File: src/pkg/owh_pkg.sv
// Package for the host-side converter controller: register map, fields, constants, carriers
package owh_pkg;

  // ----------------------------------------------------------------
  // Device register map (6-bit register addresses within the 8-bit command)
  // ----------------------------------------------------------------
  localparam logic [5:0]  DEV_CONV_MODE   = 6'h01; // conversion_mode_control
  localparam logic [5:0]  DEV_IF_MODE     = 6'h02; // serial_interface_mode
  localparam logic [5:0]  DEV_GP_CFG      = 6'h06; // general_purpose_configuration
  localparam logic [5:0]  DEV_CHAN_BASE   = 6'h10; // channel register 0
  localparam logic [5:0]  DEV_SETUP_BASE  = 6'h20; // setup_zero_configuration
  localparam logic [5:0]  DEV_FILT_BASE   = 6'h28; // filter_config_setup_zero
  localparam logic [5:0]  DEV_OFFS_BASE   = 6'h30; // offset_coeff_setup_zero
  localparam logic [5:0]  DEV_GAIN_BASE   = 6'h38; // gain_coeff_setup_zero
  localparam logic [5:0]  DEV_DATA        = 6'h04; // conversion result register
  localparam logic [15:0] CONV_MODE_RST   = 16'h2000;
  localparam logic [15:0] IF_MODE_RST     = 16'h0000;
  localparam logic [15:0] FILT_RST        = 16'h0500;
  localparam logic [23:0] OFFS_RST        = 24'h800000;

  // ----------------------------------------------------------------
  // Open wire setup values and thresholds
  // ----------------------------------------------------------------
  localparam logic [15:0] OW_IF_MODE      = 16'h0040; // status appended to data
  localparam logic [15:0] OW_GP_CFG       = 16'h3800; // open wire bits 12 and 13
  localparam logic [15:0] OW_SETUP_BI     = 16'h1300; // buffers on, bipolar
  localparam logic [15:0] OW_SETUP_UNI    = 16'h0300; // buffers on, unipolar
  localparam logic [15:0] SETUP_CURRENT   = 16'h1000; // buffers off for current inputs
  localparam logic [23:0] GAIN_NOMINAL    = 24'h55567C; // voltage-input gain
  localparam logic [23:0] OW_THR_BI       = 24'h0186A0;
  localparam logic [23:0] OW_THR_UNI      = 24'h030D40;
  localparam logic [15:0] CH_SE_ZERO      = 16'h8010; // enable, input zero vs common
  localparam logic [15:0] CH_DIFF_ZERO_ONE = 16'h8001; // enable, input pair zero/one
  localparam int          RESET_SCLKS     = 64;

  // ----------------------------------------------------------------
  // Serial clock: 10 MHz system clock divided down
  // ----------------------------------------------------------------
  localparam int          CLK_HZ          = 10_000_000;
  localparam int          SCLK_HZ         = 1_000_000;
  localparam logic [3:0]  SCLK_HALF       = 4'(CLK_HZ / SCLK_HZ / 2);

  // ----------------------------------------------------------------
  // APB register offsets of the controller
  // ----------------------------------------------------------------
  localparam logic [7:0]  A_CTRL          = 8'h00; // [0] go,[1] rd,[2] dev reset,[3] ow run
  localparam logic [7:0]  A_CMD           = 8'h04; // [5:0] addr, [9:8] byte count-1
  localparam logic [7:0]  A_WDATA         = 8'h08;
  localparam logic [7:0]  A_RDATA         = 8'h0C;
  localparam logic [7:0]  A_STATUS        = 8'h10; // [0] busy,[1] done,[2] ow flag
  localparam logic [7:0]  A_OWCFG         = 8'h14; // [0] diff,[1] unipolar,[3:0]@4 pair
  localparam logic [7:0]  A_OWDIFF        = 8'h18;

  // ----------------------------------------------------------------
  // Carriers
  // ----------------------------------------------------------------
  typedef struct packed {
    logic sclk;
    logic cs_n;
    logic mosi;
  } owh_spi_t;

  typedef enum logic [2:0] {
    ST_IDLE, ST_RESET, ST_CMD, ST_DATA, ST_GAP
  } owh_state_t;

  // Command byte: write-enable low, read flag, register address
  function automatic logic [7:0] owh_cmd(input logic rd, input logic [5:0] a);
    return {1'b0, rd, a};
  endfunction

  // Absolute difference of two results
  function automatic logic [23:0] owh_absdiff(input logic [23:0] a, input logic [23:0] b);
    return (a > b) ? (a - b) : (b - a);
  endfunction

endpackage

File: src/verilog/owh_host.sv
// Host controller driving the converter's serial port, with an APB register slave
//
// Decided for this implementation: the APB interface to the registers.
`timescale 1ns/1ps
// Functional notes
// - voltage channel needs its setup gain updated
// - voltage gain via calibration or 0x55567C
// - current inputs keep input buffers off
// - voltage inputs enable input buffers
// - differential pairs only 0/1,2/3,4/5,6/7
// - single-ended inputs pair with common return
// - open wire needs config bits 12,13,6
// - open wire uses two equal channels
// - single-ended pairs 15/0,1/2 ... 13/14
// - differential pairs 1/2,5/6,9/10,13/14
// - flag open wire above code threshold
// - open wire writes 0x0040,0x3800,0x1300
// - each access starts with 8-bit command
// - 64 clocks with data high resets device
module owh_host
  import owh_pkg::*;
(
  input  wire logic        clk,      // 10 MHz system clock
  input  wire logic        rstn,     // Asynchronous reset, active low
  input  wire logic        psel,
  input  wire logic        penable,
  input  wire logic        pwrite,
  input  wire logic [7:0]  paddr,
  input  wire logic [31:0] pwdata,
  output logic      [31:0] prdata,
  output logic             pready,
  output logic             pslverr,
  output owh_spi_t         spi_out,  // Serial clock, select, data to device
  input  wire logic        spi_miso  // Data from device
);

  // ----------------------------------------------------------------
  // Registers
  // ----------------------------------------------------------------
  logic [5:0]  cmd_addr_reg;   // Target device register
  logic [1:0]  cmd_len_reg;    // Data bytes minus one
  logic [31:0] wdata_reg;      // Data to send
  logic [31:0] rdata_reg;      // Data received
  logic        done_reg;       // Sticky transfer complete
  logic        ow_flag_reg;    // Sticky open wire flag
  logic        ow_diff_reg;    // Differential pairing selected
  logic        ow_uni_reg;     // Unipolar coding selected
  logic [3:0]  ow_pair_reg;    // Pair index
  logic [23:0] ow_first_reg;   // First result of the pair
  logic [23:0] ow_absd_reg;    // Last difference seen
  logic        ow_half_reg;    // Waiting for second result
  logic        ow_run_reg;     // Read results for open wire check
  owh_state_t  state_reg;      // Serial engine state
  logic        rd_reg;         // Current transfer is a read
  logic [5:0]  bit_cnt_reg;    // Bits left in phase
  logic [3:0]  div_reg;        // Serial clock divider
  logic        tick;           // One-cycle half-period enable
  logic [31:0] shift_reg;      // Outgoing bits
  logic        start;          // Software launches a transfer
  logic        dev_reset;      // Software launches a device reset
  logic        busy;

  assign busy = (state_reg != ST_IDLE);
  assign tick = (div_reg == SCLK_HALF - 4'h1);

  // ----------------------------------------------------------------
  // APB slave: always ready in the access cycle
  // ----------------------------------------------------------------
  logic wr_en;
  assign wr_en     = psel && penable && pwrite;
  assign start     = wr_en && (paddr == A_CTRL) && pwdata[0] && !busy;
  assign dev_reset = wr_en && (paddr == A_CTRL) && pwdata[2] && !busy;

  // Ready and error answer in the access cycle itself
  always_ff @(posedge clk or negedge rstn) begin
    if (!rstn) begin
      pready  <= 1'b0;
      pslverr <= 1'b0;
      prdata  <= 32'h00000000;
    end else begin
      pready  <= psel && !penable;
      pslverr <= 1'b0;
      prdata  <= 32'h00000000;
      if (psel && !penable) begin
        // Unmapped addresses read zero and flag an error
        if (paddr == A_CTRL) begin
          prdata <= {28'h0000000, ow_run_reg, 3'h0};
        end else if (paddr == A_CMD) begin
          prdata <= {22'h000000, cmd_len_reg, 2'h0, cmd_addr_reg};
        end else if (paddr == A_WDATA) begin
          prdata <= wdata_reg;
        end else if (paddr == A_RDATA) begin
          prdata <= rdata_reg;
        end else if (paddr == A_STATUS) begin
          prdata <= {29'h00000000, ow_flag_reg, done_reg, busy};
        end else if (paddr == A_OWCFG) begin
          prdata <= {24'h000000, ow_pair_reg, 2'h0, ow_uni_reg, ow_diff_reg};
        end else if (paddr == A_OWDIFF) begin
          prdata <= {8'h00, ow_absd_reg};
        end else begin
          pslverr <= 1'b1;
        end
      end
    end
  end

  // Configuration registers written by software
  always_ff @(posedge clk or negedge rstn) begin
    if (!rstn) begin
      cmd_addr_reg <= 6'h00;
      cmd_len_reg  <= 2'h0;
      wdata_reg    <= 32'h00000000;
      ow_diff_reg  <= 1'b0;
      ow_uni_reg   <= 1'b0;
      ow_pair_reg  <= 4'h0;
      ow_run_reg   <= 1'b0;
    end else if (wr_en) begin
      if (paddr == A_CMD) begin
        cmd_addr_reg <= pwdata[5:0];
        cmd_len_reg  <= pwdata[9:8];
      end else if (paddr == A_WDATA) begin
        wdata_reg <= pwdata;
      end else if (paddr == A_OWCFG) begin
        ow_diff_reg <= pwdata[0];
        ow_uni_reg  <= pwdata[1];
        ow_pair_reg <= pwdata[7:4];
      end else if (paddr == A_CTRL) begin
        ow_run_reg <= pwdata[3];
      end
    end
  end

  // ----------------------------------------------------------------
  // Serial clock divider: half-period enable, counting only while busy, held at zero when idle
  // ----------------------------------------------------------------
  always_ff @(posedge clk or negedge rstn) begin
    if (!rstn) begin
      div_reg <= 4'h0;
    end else if (tick || !busy) begin
      div_reg <= 4'h0;
    end else begin
      div_reg <= div_reg + 4'h1;
    end
  end

  // ----------------------------------------------------------------
  // Serial engine: mode 3, data changes on falling, sampled on rising
  // ----------------------------------------------------------------
  always_ff @(posedge clk or negedge rstn) begin
    if (!rstn) begin
      state_reg   <= ST_IDLE;
      spi_out     <= '{sclk: 1'b1, cs_n: 1'b1, mosi: 1'b1};
      bit_cnt_reg <= 6'h00;
      shift_reg   <= 32'h00000000;
      rd_reg      <= 1'b0;
    end else begin
      case (state_reg)
        ST_IDLE: begin
          if (dev_reset) begin
            // Data held high for the full reset length
            spi_out.cs_n <= 1'b0;
            spi_out.mosi <= 1'b1;
            bit_cnt_reg  <= 6'(RESET_SCLKS - 1);
            state_reg    <= ST_RESET;
          end else if (start) begin
            // Command byte precedes the data
            spi_out.cs_n <= 1'b0;
            rd_reg       <= pwdata[1];
            shift_reg    <= {owh_cmd(pwdata[1], cmd_addr_reg), 24'h000000};
            bit_cnt_reg  <= 6'd7;
            state_reg    <= ST_CMD;
          end
        end
        ST_RESET: begin
          if (tick) begin
            spi_out.sclk <= !spi_out.sclk;
            if (spi_out.sclk == 1'b0) begin
              if (bit_cnt_reg == 6'h00) begin
                state_reg <= ST_GAP;
              end else begin
                bit_cnt_reg <= bit_cnt_reg - 6'h01;
              end
            end
          end
        end
        ST_CMD, ST_DATA: begin
          if (tick) begin
            spi_out.sclk <= !spi_out.sclk;
            if (spi_out.sclk) begin
              // Falling edge: present next bit
              spi_out.mosi <= shift_reg[31];
              shift_reg    <= {shift_reg[30:0], 1'b0};
            end else if (bit_cnt_reg != 6'h00) begin
              bit_cnt_reg <= bit_cnt_reg - 6'h01;
            end else if (state_reg == ST_CMD) begin
              // Data length follows the command; send high bytes first
              state_reg   <= ST_DATA;
              bit_cnt_reg <= {cmd_len_reg, 3'h7};
              shift_reg   <= wdata_reg << (6'd8 * (6'd3 - {4'h0, cmd_len_reg}));
            end else begin
              state_reg <= ST_GAP;
            end
          end
        end
        ST_GAP: begin
          // Release select and idle data high
          spi_out.cs_n <= 1'b1;
          spi_out.mosi <= 1'b1;
          spi_out.sclk <= 1'b1;
          state_reg    <= ST_IDLE;
        end
        default: state_reg <= ST_IDLE;
      endcase
    end
  end

  // Read data capture on rising serial edges in the data phase
  always_ff @(posedge clk or negedge rstn) begin
    if (!rstn) begin
      rdata_reg <= 32'h00000000;
    end else if (start) begin
      rdata_reg <= 32'h00000000;
    end else if (state_reg == ST_DATA && tick && !spi_out.sclk && rd_reg) begin
      rdata_reg <= {rdata_reg[30:0], spi_miso};
    end
  end

  // ----------------------------------------------------------------
  // Done flag: set wins over clear by software write of status bit 1
  // ----------------------------------------------------------------
  logic xfer_end;
  assign xfer_end = (state_reg == ST_GAP);
  always_ff @(posedge clk or negedge rstn) begin
    if (!rstn) begin
      done_reg <= 1'b0;
    end else if (xfer_end) begin
      done_reg <= 1'b1;
    end else if (wr_en && paddr == A_STATUS && pwdata[1]) begin
      done_reg <= 1'b0;
    end
  end

  // ----------------------------------------------------------------
  // Open wire check on data-plus-status reads of the result register
  // ----------------------------------------------------------------
  logic        ow_read;
  logic [3:0]  res_chan;
  logic [23:0] ow_thr;
  logic [3:0]  pair_lo;
  logic [3:0]  pair_hi;
  logic        ow_hit;   // Result belongs to the selected pair
  assign ow_read  = xfer_end && rd_reg && ow_run_reg && cmd_addr_reg == DEV_DATA;
  assign res_chan = rdata_reg[3:0];  // Appended status names the channel
  assign ow_thr   = ow_uni_reg ? OW_THR_UNI : OW_THR_BI;
  // Single-ended pair k is (2k-1, 2k); differential pair k is (4k+1, 4k+2)
  assign pair_lo  = ow_diff_reg ? {ow_pair_reg[1:0], 2'b01} : 4'(ow_pair_reg * 4'h2 - 4'h1);
  assign pair_hi  = ow_diff_reg ? {ow_pair_reg[1:0], 2'b10} : 4'(ow_pair_reg * 4'h2);
  // Pair members alternate in the sequence, so either may arrive first
  assign ow_hit   = ow_read && (res_chan == pair_lo || res_chan == pair_hi);

  // Two results per pair, then compare difference with threshold
  always_ff @(posedge clk or negedge rstn) begin
    if (!rstn) begin
      ow_first_reg <= 24'h000000;
      ow_half_reg  <= 1'b0;
      ow_absd_reg  <= 24'h000000;
      ow_flag_reg  <= 1'b0;
    end else begin
      if (ow_hit && !ow_half_reg) begin
        // First of the two results is held until its partner arrives
        ow_first_reg <= rdata_reg[31:8];
        ow_half_reg  <= 1'b1;
      end else if (ow_hit) begin
        ow_half_reg <= 1'b0;
        ow_absd_reg <= owh_absdiff(ow_first_reg, rdata_reg[31:8]);
      end
      if (ow_hit && ow_half_reg && owh_absdiff(ow_first_reg, rdata_reg[31:8]) > ow_thr) begin
        ow_flag_reg <= 1'b1;
      end else if (wr_en && paddr == A_STATUS && pwdata[2]) begin
        ow_flag_reg <= 1'b0;
      end
    end
  end

  // ----------------------------------------------------------------
  // Assertions
  // ----------------------------------------------------------------
  property p_reset_high;
    @(posedge clk) disable iff (!rstn)
      (state_reg == ST_RESET) |-> spi_out.mosi && !spi_out.cs_n;
  endproperty
  a_reset_high: assert property (p_reset_high) else $error("data low during reset");
  property p_cmd_len;
    @(posedge clk) disable iff (!rstn)
      $rose(state_reg == ST_CMD) |-> bit_cnt_reg == 6'd7;
  endproperty
  a_cmd_len: assert property (p_cmd_len) else $error("command not eight bits");
  property p_cmd_first;
    @(posedge clk) disable iff (!rstn)
      $rose(state_reg == ST_DATA) |-> $past(state_reg) == ST_CMD;
  endproperty
  a_cmd_first: assert property (p_cmd_first) else $error("data without command");
  property p_flag_thr;
    @(posedge clk) disable iff (!rstn)
      $rose(ow_flag_reg) |-> ow_absd_reg > ow_thr;
  endproperty
  a_flag_thr: assert property (p_flag_thr) else $error("flag below threshold");
  property p_pair_order;
    @(posedge clk) disable iff (!rstn)
      $rose(ow_flag_reg) |-> $past(ow_half_reg);
  endproperty
  a_pair_order: assert property (p_pair_order) else $error("flag without pair");
  property p_cs_idle;
    @(posedge clk) disable iff (!rstn)
      (state_reg == ST_IDLE) && $past(state_reg == ST_GAP) |-> spi_out.cs_n;
  endproperty
  a_cs_idle: assert property (p_cs_idle) else $error("select held after transfer");
  property p_chan_pair;
    @(posedge clk) disable iff (!rstn)
      ow_read && ow_diff_reg |-> pair_hi == pair_lo + 4'h1;
  endproperty
  a_chan_pair: assert property (p_chan_pair) else $error("bad diff pair");
  property p_apb_ready;
    @(posedge clk) disable iff (!rstn)
      psel && !penable |=> pready;
  endproperty
  a_apb_ready: assert property (p_apb_ready) else $error("apb not ready");

  c_reset: cover property (@(posedge clk) disable iff (!rstn) state_reg == ST_RESET);
  c_read:  cover property (@(posedge clk) disable iff (!rstn) xfer_end && rd_reg);
  c_flag:  cover property (@(posedge clk) disable iff (!rstn) $rose(ow_flag_reg));

endmodule

File: config.mk
export PLATFORM = sky130hd
export DESIGN_NAME = owh_host
export DESIGN_NICKNAME = d
export VERILOG_FILES = /design/src/pkg/owh_pkg.sv /design/src/verilog/owh_host.sv
export SDC_FILE = /design/constraint.sdc
export NUM_CORES = 1
export LEC_CHECK = 0
export BUFFER_PORTS_ARGS = -buffer_cell sky130_fd_sc_hd__buf_2
export CORE_ASPECT_RATIO = 0.8
export CORE_MARGIN = 2
export CORE_UTILIZATION = 35
export CTS_BUF_LIST = sky130_fd_sc_hd__clkbuf_4 sky130_fd_sc_hd__clkbuf_8
export DETAILED_ROUTE_END_ITERATION = 6
export PLACE_DENSITY = 0.55
export SLEW_MARGIN = 20
export SYNTH_ARGS = -nofsm -noshare
export SYNTH_HDL_FRONTEND = slang
export SYNTH_SLANG_ARGS = --single-unit
File: constraint.sdc
create_clock -name clk -period 6.2 [get_ports clk]
set_input_delay 0.62 -clock clk [delete_from_list [all_inputs] [get_ports clk]]
set_output_delay 0.62 -clock clk [all_outputs]
set_load 0.01 [all_outputs]
==> results.json <==
{
  "status": "finished, final reports clean",
  "clk_path_buf_depth": 3,
  "syn_nets": 1455,
  "hold_ws_ns": 0.05033,
  "hold_violations": 0,
  "num_antenna_cells": 0,
  "fp-row-count": 61,
  "grt_usage_pct": 21.35,
  "fin_skew_ns": 0.01981,
  "setup_slack_ns": 1.516,
  "dr.pass1.iters": 7,
  "crit_start": "rdata_reg[17]",
  "vias": 10495,
  "postRouteAntennaNets": 0,
  "total_power_mw": 2.982,
  "reg2reg_slack_ns": 1.52,
  "cts_root_buffer": "clkbuf_8",
  "final_max_slew_viol_count": 0,
  "synth_flop_cell": "dfrtp_1",
  "hpwl_mm": 28.30,
  "instances_no_fill": 1896,
  "num-nets-final": 1507,
  "cp-end-kind": "flip-flop",
  "fin_area_um2": 14110,
  "utilization_pct": 40.27,
  "antenna_found_initial": 0,
  "die_w_um": 215.6,
  "cts.sinks": 213,
  "cts_tree": "built",
  "dp_cells": 1831,
  "preCtsSetupSlack_ns": 1.616,
  "cp_data_arrival_time_ns": 5.10,
  "max_slew_margin_pct": 27.20,
  "finalCritPeriodShare_pct": 75.55,
  "tns_ns": 0,
  "worst_pin_slew_ns": 1.089,
  "place_congestion": 0.9057,
  "numCtsBuffers": 39,
  "drtIter0Drc": 1252,
  "insertion_delay_ns": 0.57,
  "dieArea_um2": 37350,
  "ys_ff_latch": 213,
  "synth.distinct_cells": 84,
  "startpoint_type": "flip-flop",
  "reg2reg_depth": 14,
  "start_util_pct": 35.78,
  "drc": 0,
  "async_flop_share_pct": 100.0,
  "wl_per_cell_um": 21.14,
  "hold_path_class": "input pin to async pin",
  "p_per_area_nw_per_um2": 211.4,
  "grt_pass1_wl_mm": 61.79,
  "grt_pass1_vias": 10057,
  "hold_buffers": 0,
  "rr_endpoint": "ow_flag_reg",
  "critical_path_required_ns": 6.62,
  "ctsResizeCount": 0,
  "syn_inst": 1348,
  "fmax_mhz": 213.5,
  "reg2reg_from": "rdata_reg[17]",
  "syn_to_final_growth_pct": 12.55,
  "p_leak_nw": 6.574,
  "path_clk_slew_ns": 0.06,
  "cap_violations": 0,
  "drive_gt1_share_pct": 20.01,
  "yosysWarnings": 0,
  "netlist_area_um2": 12530,
  "dpl_cell_area_um2": 13300,
  "ir_worst_vdd_mv": 0.1414,
  "overflow": 0,
  "synth_edf_count": 0,
  "htree_levels": 2,
  "finalCriticalPeriod_ns": 4.684,
  "grt_start_max_net_pins": 88,
  "path_max_fanout": 17,
  "coreArea_um2": 35030,
  "ys_seq_area_share_pct": 42.55,
  "worstSetupPathType": "flip-flop to flip-flop",
  "post_cts_buffers": 0,
  "vias_per_cell": 5.535,
  "final_common_cell": "dfrtp_1",
  "die_y_um": 173.3,
  "postRouteWirelength_mm": 40.08,
  "io_buffers": 82,
  "rsz0062_at_grt": "false",
  "avgSynthCellArea_um2": 9.299,
  "setup_viol": 0,
  "io_pins": 83,
  "final_cell_mix": "210 x dfrtp_1, 190 x nand2_1, 116 x a21oi_1"
}
## worst max path at each step
stage / slack (ns) / to
floorplan: 2.03 / ow_flag_reg
global placement: 1.78 / ow_flag_reg
detailed placement: 1.62 / ow_flag_reg
CTS: 1.62 / ow_flag_reg
global route: 1.25 / ow_flag_reg
finish: 1.52 / ow_flag_reg
## cells by family (layout without fill, tap and decap cells)
kind of cell | count (synthesis) | after routing | share of synthesized area [%]
DFF | 213 | 213 | 42.55
adders and majority gates | 61 | 61 | 6.209
xor gates and xnor gates | 25 | 25 | 1.747
AOI/OAI and AO/OA | 386 | 386 | 19.99
buffers and inverters | 151 | 227 | 5.081
muxes | 106 | 106 | 9.253
and+or+nand+nor | 406 | 406 | 15.16
## synthesized netlist by cell type, types with 5 or more instances
| master | number | area, um^2 |
|---|---|---|
| a22oi_1 | 37 | 277.8 |
| a21oi_1 | 116 | 580.6 |
| nand2b_1 | 10 | 62.56 |
| nor3_1 | 14 | 70.07 |
| o31ai_1 | 11 | 82.58 |
| buf_4 | 7 | 52.55 |
| nand4_1 | 15 | 93.84 |
| a222oi_1 | 15 | 150.1 |
| buf_2 | 16 | 80.08 |
| a31oi_1 | 7 | 43.79 |
| o21a_1 | 5 | 37.54 |
| mux2_2 | 79 | 889.6 |
| clkbuf_1 | 54 | 202.7 |
| o221ai_1 | 8 | 70.07 |
| nor2_1 | 99 | 371.6 |
| o211ai_1 | 6 | 45.04 |
| buf_1 | 5 | 18.77 |
| xor2_1 | 14 | 122.6 |
| mux2i_1 | 27 | 270.3 |
| nand2_1 | 190 | 713.2 |
| o21ai_0 | 102 | 510.5 |
| inv_1 | 65 | 244.0 |
| a21o_1 | 14 | 105.1 |
| nand3b_1 | 6 | 45.04 |
| dfrtp_1 | 210 | 5255 |
| nor4_1 | 6 | 37.54 |
| and4_1 | 5 | 43.79 |
| a221oi_1 | 7 | 61.31 |
| ha_1 | 59 | 738.2 |
| xnor2_1 | 11 | 96.34 |
| nand3_1 | 14 | 70.07 |
| a211oi_1 | 6 | 45.04 |
| nor2b_1 | 8 | 50.05 |
## report_power, final
part           internal (mW)  leakage (nW)  switching (mW)
clock network          0.803         0.424           0.618
logic                 0.0452          3.38          0.0959
registers               1.40          2.77          0.0167
## routing by layer
metal / track usage, % / wire length (um) / vias to the layer above
li1: - / - / 4924
met1: 32.66 / 19660 / 5124
met2: 30.69 / 16540 / 370
met3: 3.491 / 2804 / 77
met4: 6.149 / 1078 / 0
met5: 0 / 0 / -
## critical path, stage by stage, from the launching register on
cell	delay (ns)
dfrtp_1	0.42
inv_1	0.08
ha_1	0.46
a21oi_1	0.34
o21ai_2	0.12
a221o_1	0.43
o21a_4	0.25
nor2_4	0.40
buf_4	0.33
or3b_2	0.45
o21ai_0	0.09
o21ai_0	0.15
xor2_1	0.19
nor4_1	0.71
o211ai_2	0.11
## final cells by class
class / instances / area (um^2)
tap: 472 / 590.6
inverter: 65 / 244.0
multi-input combinational: 984 / 6599
clock buffer: 58 / 742.0
fill: 3500 / 20930
timing repair buffer: 97 / 533.0
clock inverter: 7 / 65.06
sequential: 213 / 5334
No activity file was read; power rests on OpenSTA's default activity.
